--- src/dtb_consts.svh ---
// register offsets, field positions and reset values of the trim register bank
`ifndef DTB_CONSTS_SVH
`define DTB_CONSTS_SVH

// ----------------------------------------------------------------------------
// register offsets
// ----------------------------------------------------------------------------
`define DTB_ADDR_FIRST            8'h38
`define DTB_ADDR_LAST             8'h47
`define DTB_ADDR_I_PHASE_LOW      8'h38
`define DTB_ADDR_I_PHASE_HIGH     8'h39
`define DTB_ADDR_Q_PHASE_LOW      8'h3a
`define DTB_ADDR_Q_PHASE_HIGH     8'h3b
`define DTB_ADDR_I_OFFSET_LOW     8'h3c
`define DTB_ADDR_I_OFFSET_HIGH    8'h3d
`define DTB_ADDR_Q_OFFSET_LOW     8'h3e
`define DTB_ADDR_Q_OFFSET_HIGH    8'h3f
`define DTB_ADDR_I_TRIM_LOW       8'h40
`define DTB_ADDR_I_CONV_CTRL      8'h41
`define DTB_ADDR_I_AUX_LOW        8'h42
`define DTB_ADDR_I_AUX_CTRL       8'h43
`define DTB_ADDR_Q_TRIM_LOW       8'h44
`define DTB_ADDR_Q_CONV_CTRL      8'h45
`define DTB_ADDR_Q_AUX_LOW        8'h46
`define DTB_ADDR_Q_AUX_CTRL       8'h47

// ----------------------------------------------------------------------------
// field positions
// ----------------------------------------------------------------------------
`define DTB_HIGH_BITS_MSB         1
`define DTB_CONV_SLEEP_BIT        7
`define DTB_AUX_SIGN_BIT          7
`define DTB_AUX_SINK_BIT          6
`define DTB_AUX_SLEEP_BIT         5

// ----------------------------------------------------------------------------
// writable bit masks and reset values
// ----------------------------------------------------------------------------
`define DTB_MASK_FULL             8'hff
`define DTB_MASK_HIGH_BITS        8'h03
`define DTB_MASK_CONV_CTRL        8'h83
`define DTB_MASK_AUX_CTRL         8'he3
`define DTB_RESET_ZERO            8'h00
`define DTB_RESET_TRIM_LOW        8'hf9
`define DTB_RESET_CONV_CTRL       8'h01
`define DTB_REG_COUNT             16
`define DTB_READ_UNMAPPED         8'h00

`endif

--- src/dtb_pkg.sv ---
// types shared by the trim register bank
package dtb_pkg;
  typedef logic [7:0]  dtb_byte_t;
  typedef logic [3:0]  dtb_index_t;
  typedef logic [9:0]  dtb_code_t;
  typedef logic [15:0] dtb_sample_t;
endpackage

--- src/dtb_trim_bank.sv ---
// trim, offset and phase-correction register bank of a dual converter datapath
`timescale 1ns/1ps
`include "dtb_consts.svh"

module dtb_trim_bank
(
  input  wire logic               sys_clk_i,
  input  wire logic               rst_i,
  // byte port from the serial control port engine
  input  wire logic [7:0]         reg_addr_i,
  input  wire logic [7:0]         reg_wdata_i,
  input  wire logic               reg_wr_i,
  input  wire logic               reg_rd_i,
  output logic      [7:0]         reg_rdata_o,
  output logic                    reg_rvalid_o,
  // sample stream
  input  wire logic [15:0]        i_sample_i,
  input  wire logic [15:0]        q_sample_i,
  input  wire logic               sample_valid_i,
  output logic      [15:0]        i_sample_o,
  output logic      [15:0]        q_sample_o,
  output logic                    sample_valid_o,
  // trim and control outputs
  output logic      [9:0]         i_phase_corr_o,
  output logic      [9:0]         q_phase_corr_o,
  output logic      [9:0]         i_full_scale_trim_o,
  output logic      [9:0]         q_full_scale_trim_o,
  output logic                    i_conv_sleep_o,
  output logic                    q_conv_sleep_o,
  output logic      [9:0]         i_aux_magnitude_o,
  output logic      [9:0]         q_aux_magnitude_o,
  output logic                    i_aux_to_neg_o,
  output logic                    i_aux_sink_o,
  output logic                    i_aux_sleep_o
);

  // --------------------------------------------------------------------------
  // decoding helpers
  // --------------------------------------------------------------------------
  function automatic dtb_pkg::dtb_index_t idx_of(input logic [7:0] addr);
    logic [7:0] diff;
    diff = addr - `DTB_ADDR_FIRST;
    return diff[3:0];
  endfunction

  function automatic logic in_range(input logic [7:0] addr);
    return (addr >= `DTB_ADDR_FIRST) && (addr <= `DTB_ADDR_LAST);
  endfunction

  // unused bit positions are never stored, so they read back as zero
  function automatic dtb_pkg::dtb_byte_t bit_mask(input dtb_pkg::dtb_index_t idx);
    dtb_pkg::dtb_byte_t m;
    m = `DTB_MASK_FULL;
    if (idx == idx_of(`DTB_ADDR_I_PHASE_HIGH) || idx == idx_of(`DTB_ADDR_Q_PHASE_HIGH)
        || idx == idx_of(`DTB_ADDR_Q_AUX_CTRL))
      m = `DTB_MASK_HIGH_BITS;
    else if (idx == idx_of(`DTB_ADDR_I_CONV_CTRL) || idx == idx_of(`DTB_ADDR_Q_CONV_CTRL))
      m = `DTB_MASK_CONV_CTRL;
    else if (idx == idx_of(`DTB_ADDR_I_AUX_CTRL))
      m = `DTB_MASK_AUX_CTRL;
    return m;
  endfunction

  function automatic dtb_pkg::dtb_byte_t reset_val(input dtb_pkg::dtb_index_t idx);
    dtb_pkg::dtb_byte_t r;
    r = `DTB_RESET_ZERO;
    if (idx == idx_of(`DTB_ADDR_I_TRIM_LOW) || idx == idx_of(`DTB_ADDR_Q_TRIM_LOW))
      r = `DTB_RESET_TRIM_LOW;
    else if (idx == idx_of(`DTB_ADDR_I_CONV_CTRL) || idx == idx_of(`DTB_ADDR_Q_CONV_CTRL))
      r = `DTB_RESET_CONV_CTRL;
    return r;
  endfunction

  // --------------------------------------------------------------------------
  // register storage
  // --------------------------------------------------------------------------
  dtb_pkg::dtb_byte_t reg_file [`DTB_REG_COUNT];
  logic               wr_hit;
  dtb_pkg::dtb_index_t wr_idx;

  assign wr_hit = reg_wr_i && in_range(reg_addr_i);
  assign wr_idx = idx_of(reg_addr_i);

  genvar g;
  generate
    for (g = 0; g < `DTB_REG_COUNT; g++)
    begin : g_reg
      always_ff @(posedge sys_clk_i)
      begin
        if (rst_i)
          reg_file[g] <= reset_val(4'(g));
        else if (wr_hit && wr_idx == 4'(g))
          reg_file[g] <= reg_wdata_i & bit_mask(4'(g));
      end
    end
  endgenerate

  // --------------------------------------------------------------------------
  // readback
  // --------------------------------------------------------------------------
  // a read in the same cycle as a write to that address sees the old value
  always_ff @(posedge sys_clk_i)
  begin
    if (rst_i)
    begin
      reg_rdata_o  <= `DTB_READ_UNMAPPED;
      reg_rvalid_o <= 1'b0;
    end
    else
    begin
      reg_rvalid_o <= reg_rd_i;
      if (reg_rd_i)
        reg_rdata_o <= in_range(reg_addr_i) ? reg_file[idx_of(reg_addr_i)]
                                            : `DTB_READ_UNMAPPED;
    end
  end

  // --------------------------------------------------------------------------
  // sample offset
  // --------------------------------------------------------------------------
  // the sum wraps modulo 2^16; saturation is left to the converter path
  dtb_pkg::dtb_sample_t i_offset;
  dtb_pkg::dtb_sample_t q_offset;

  assign i_offset = {reg_file[idx_of(`DTB_ADDR_I_OFFSET_HIGH)],
                     reg_file[idx_of(`DTB_ADDR_I_OFFSET_LOW)]};
  assign q_offset = {reg_file[idx_of(`DTB_ADDR_Q_OFFSET_HIGH)],
                     reg_file[idx_of(`DTB_ADDR_Q_OFFSET_LOW)]};

  always_ff @(posedge sys_clk_i)
  begin
    if (rst_i)
    begin
      i_sample_o     <= 16'h0000;
      q_sample_o     <= 16'h0000;
      sample_valid_o <= 1'b0;
    end
    else
    begin
      sample_valid_o <= sample_valid_i;
      i_sample_o     <= 16'(i_sample_i + i_offset);
      q_sample_o     <= 16'(q_sample_i + q_offset);
    end
  end

  // --------------------------------------------------------------------------
  // trim and control fields, straight from the register flops
  // --------------------------------------------------------------------------
  assign i_phase_corr_o = {reg_file[idx_of(`DTB_ADDR_I_PHASE_HIGH)][`DTB_HIGH_BITS_MSB:0],
                           reg_file[idx_of(`DTB_ADDR_I_PHASE_LOW)]};
  assign q_phase_corr_o = {reg_file[idx_of(`DTB_ADDR_Q_PHASE_HIGH)][`DTB_HIGH_BITS_MSB:0],
                           reg_file[idx_of(`DTB_ADDR_Q_PHASE_LOW)]};
  assign i_full_scale_trim_o = {reg_file[idx_of(`DTB_ADDR_I_CONV_CTRL)][`DTB_HIGH_BITS_MSB:0],
                                reg_file[idx_of(`DTB_ADDR_I_TRIM_LOW)]};
  assign q_full_scale_trim_o = {reg_file[idx_of(`DTB_ADDR_Q_CONV_CTRL)][`DTB_HIGH_BITS_MSB:0],
                                reg_file[idx_of(`DTB_ADDR_Q_TRIM_LOW)]};
  assign i_conv_sleep_o = reg_file[idx_of(`DTB_ADDR_I_CONV_CTRL)][`DTB_CONV_SLEEP_BIT];
  assign q_conv_sleep_o = reg_file[idx_of(`DTB_ADDR_Q_CONV_CTRL)][`DTB_CONV_SLEEP_BIT];
  assign i_aux_magnitude_o = {reg_file[idx_of(`DTB_ADDR_I_AUX_CTRL)][`DTB_HIGH_BITS_MSB:0],
                              reg_file[idx_of(`DTB_ADDR_I_AUX_LOW)]};
  assign q_aux_magnitude_o = {reg_file[idx_of(`DTB_ADDR_Q_AUX_CTRL)][`DTB_HIGH_BITS_MSB:0],
                              reg_file[idx_of(`DTB_ADDR_Q_AUX_LOW)]};
  assign i_aux_to_neg_o = reg_file[idx_of(`DTB_ADDR_I_AUX_CTRL)][`DTB_AUX_SIGN_BIT];
  assign i_aux_sink_o   = reg_file[idx_of(`DTB_ADDR_I_AUX_CTRL)][`DTB_AUX_SINK_BIT];
  assign i_aux_sleep_o  = reg_file[idx_of(`DTB_ADDR_I_AUX_CTRL)][`DTB_AUX_SLEEP_BIT];

endmodule // dtb_trim_bank

--- config.mk ---
export PLATFORM = sky130hd
export DESIGN_NAME = dtb_trim_bank
export DESIGN_NICKNAME = d
export VERILOG_FILES = /design/src/dtb_pkg.sv /design/src/dtb_trim_bank.sv
export VERILOG_INCLUDE_DIRS = /design/src
export SDC_FILE = /design/constraint.sdc
export NUM_CORES = 1
export LEC_CHECK = 0
export BUFFER_PORTS_ARGS = -buffer_cell sky130_fd_sc_hd__buf_4
export CORE_MARGIN = 2
export CORE_UTILIZATION = 45
export DETAILED_ROUTE_END_ITERATION = 7
export PLACE_DENSITY_LB_ADDON = 0.08
export SLEW_MARGIN = 10
export SYNTH_ARGS = -nofsm -noshare
export SYNTH_HDL_FRONTEND = slang
export SYNTH_SLANG_ARGS = --single-unit
--- constraint.sdc ---
create_clock -name sys_clk_i -period 4.8 [get_ports sys_clk_i]
set_input_delay 1.2 -clock sys_clk_i [delete_from_list [all_inputs] [get_ports sys_clk_i]]
set_output_delay 1.2 -clock sys_clk_i [all_outputs]
set_load 0.05 [all_outputs]
# Word level (Yosys, flattened, before mapping)
# Memory sizes are Yosys's and may differ from the RTL's.
# Cells that the tools add are included.
# word_totals
regBits,42
ramBits,128
out_inout_bits,107
n_memories,1
# mem_list
memory,depth,word_bits,read_ports,rd_ports_with_merged_regs,wr,line,source
reg_file,16,8,17,0,16,dtb_trim_bank.sv:77,dtb_pkg::dtb_byte_t reg_file [`DTB_REG_COUNT];
# op_classes
addsub,3
order_cmp,2
eq_ne,15
muxes,67
bitwise_logic,16
n_reduce_logical,19
# ops
operator,n
2-to-1 mux 8 bit,17
2-to-1 mux 1 bit,50
adder 16 bit,2
"equality test 4 bit, second input constant",8
logical AND 1 bit,18
"equality test 4 x 3 -> 1 bit, second input constant",4
OR 1 bit,16
"equality test 4 x 2 -> 1 bit, second input constant",2
"greater-or-equal comparator 8 x 6 -> 1 bit, second input constant",1
"less-or-equal comparator 8 x 7 -> 1 bit, second input constant",1
"equality test 4 x 1 -> 1 bit, second input constant",1
logical NOT 4 bit,1
"subtractor 4 bit, second input constant",1

# Depth between registers and ports, before layout
# logic_depth
word_depth,8
mapped_depth,9

# Worst setup path before layout
# OpenSTA, ideal clock, no wires.
# synth_path
kind,input -> register
from,input reg_addr_i[3]
to,memory reg_file[14][0] in the netlist's numbering (enable)
setup_time_ns,0.375
arrival_time_ns,2.878
slack_ns,1.548
path_stages,7
path_buffers,3
cell_sequence,buf_6 > nor4b_4 > o211ai_2 > or3_1 > buf_6 > buf_6 > o21bai_1
# synth_lines
item,line,source
from (decl),dtb_trim_bank.sv:10,"input wire logic [7:0] reg_addr_i,"
to (decl),dtb_trim_bank.sv:77,

==> run summary <==
GRT overflow - 0
CP Capture Type - flip-flop
Die H - 132 um
Worst vdd ir - 0.263 mV
Slew @ Worst Pin - 0.752 ns
First-pass GRT wire length - 30.9 mm
Period utilization - 0.681
Ys Warns - 0
Status - finished, final reports clean
Diodes inserted - 0
Synth area leader - edfxtp_1
Combinational share of power - 0.215
Setup TNS - 0 ns
Reg-to-reg slack, setup - 2.04 ns
Worst path arrival time - 3.31 ns
Part of the power in registers - 0.417
CTS clk-pin slew, worst paths - 0.06 ns
Critical path peak fanout - 20
CP Class - in -> reg
Int Pwr - 0.00236 W
Core area - 15,900 um^2
Starting Density - 0.462
# Post-CTS Setup Buffers - 0
Critical Path Source Type - input port
Initial antenna violation count - 0
DRT iter0 DRCs - 418
Clock tree from TritonCTS - yes
Post-detail-place hpwl - 14.8 mm
Slew headroom - 0.498
CTS resizes - 0
Root Driver - clkbuf_16
Net Sw Frac - 0.301
Synthesized cell area - 7330 um^2
Vias - 5,647
Die ar. - 17,300 um^2
Yosys cell types - 57
Hold Path Class - reg -> reg
# DRC - 0
Prevailing post-synth register cell - edfxtp_1
Reg area - 3750 um^2
I/O Pins - 160
Port Buffers - 159
Switching pwr - 0.00102 W
Cells after DPL - 971
Final Non-Filler Cells - 1,003
Drt first pass iters - 5
Area contributors post-synth - edfxtp_1 40%, dfxtp_1 11%, mux4_2 5.2%
Overall Global Routing Usage - 0.232
Final hold violation count - 0
Pwr/cell area - 368 nW/um^2
Most frequent cells after synthesis - 97 x edfxtp_1, 51 x nor2_1, 48 x and2_1
Total power after layout - 0.00338 W
Mean area per synthesized cell - 11.6 um^2
Clock Sinks - 139
Ratio of cells with drive above 1 in the final layout - 0.305
Post-synth EDFFs - 97
Period minus WS final - 3.27 ns
#FFs+latches synth - 139
Fmax - 306 MHz
Number of global-route vias before repair - 5,446
Nets - 859
Post-Synthesis Cells - 632
Setup-failing EPs final - 0
Largest net degree at the start of global routing - 50
Worst EP required - 4.85 ns
WL final - 20.1 mm
Post-route ant nets - 0
Area Overhead vs Synth - 25.1%
Hold Buf Count CTS - 0
Sequential fraction of the synthesis area - 0.512
Num rows - 46
GP Congestion - 0.816
Clock Skews - 0.00949 ns
Clk_lat worst skew - 0.42 ns
Fill cell count - 1,396
TritonCTS Buffers - 17
Clk network pwr share - 0.367
Vias per inst - 5.63
Horiz. Die Dim - 132 um
RSZ-0062 raised after global routing - no
Post-synth net total - 717
# Max-Cap Violations - 0
Drt wl/cell - 20.1 um
Asr flop ratio synth - 0
Most frequent cell after synthesis - edfxtp_1
Post-layout util - 0.578
Longest Clk Path Bufs - 2
Leakage - 3.69 nW
H-Tree Depth - 4
Top cell type's share of synthesized area - 0.397
Multi-input logic area - 3350 um^2
Fin. max-slew vios - 0
## flip-flops by register name (all words and copies together), names as in the netlist
name,flops
reg_rvalid_o,1
i_sample_o,16
reg_rdata_o,8
reg_file,97
sample_valid_o,1
q_sample_o,16
## power by group through the flow
stage	registers, W	logic [W]	clock network (W)
after floorplan	0.00165	0.000273	0
after global placement	0.00143	0.000717	0
after detailed placement	0.00144	0.000726	0
after CTS	0.00141	0.000729	0.00126
after global routing	0.00142	0.000771	0.00131
final	0.00141	0.000728	0.00124
## cells by family after synthesis
group,after synthesis,share of synthesized area
AO/OA/AOI/OAI,121,0.104
XOR/XNOR,23,0.0275
adder cells (fa/ha/maj),32,0.0567
buffers and inverters,50,0.0309
flip-flops,139,0.512
multiplexers,36,0.0795
AND/OR/NAND/NOR,231,0.189
## worst max-delay path: stages
cell and delay (ns):
buf_4 0.19, nor4b_4 0.32, o211ai_2 0.22, or3_1 0.65
o21bai_1 0.72
## stage by stage
step,area [um^2],setup slack [ns],hold slack [ns]
after floorplan,7330,1.55,0.561
after global placement,8630,1.23,0.462
after detailed placement,8630,1.12,0.466
after CTS,9170,1.56,0.476
after global routing,9170,1.41,0.487
final,9170,1.53,0.474
## area by class of cell
class | instances | area share
timing repair buffer | 161 | 0.132
sequential | 139 | 0.409
clock inverter | 10 | 0.0109
inverter | 12 | 0.00491
multi-input combinational | 443 | 0.365
clock buffer | 22 | 0.0484
tap | 216 | 0.0295
## worst paths after layout
| check | startpoint | end | cells past startpoint |
|---|---|---|---|
| setup / recovery | reg_addr_i[3] | reg_file[10][0] | 5 |
| hold / removal | reg_rdata_o[7] | reg_rdata_o[7] | 2 |
| setup reg to reg | reg_file[4][0] | i_sample_o[14] | 8 |
| hold reg to reg | reg_rdata_o[7] | reg_rdata_o[7] | 2 |
## layout by cell type, fill, tap and decap left out, drive strengths merged, types with 12 or more instances in the layout
cell type and n:
edfxtp 97, dfxtp 42, and2 48, buf 161, mux4 17, ha 30, nor2 51, nor3 22
nand2 20, nor4 14, a21oi 38, o21bai 12, o21ai 21, xor2 15, clkbuf 22, or2 14
nor2b 16
## per-layer routing
layer  up-vias  GRT usage  routed length, um
li1       2619          -                  -
met1      2732      0.323               8640
met2       268      0.360               9430
met3        28     0.0540               1700
met4         0     0.0767                365
met5         -          0                  0
Power figures use the tool's default switching activity.
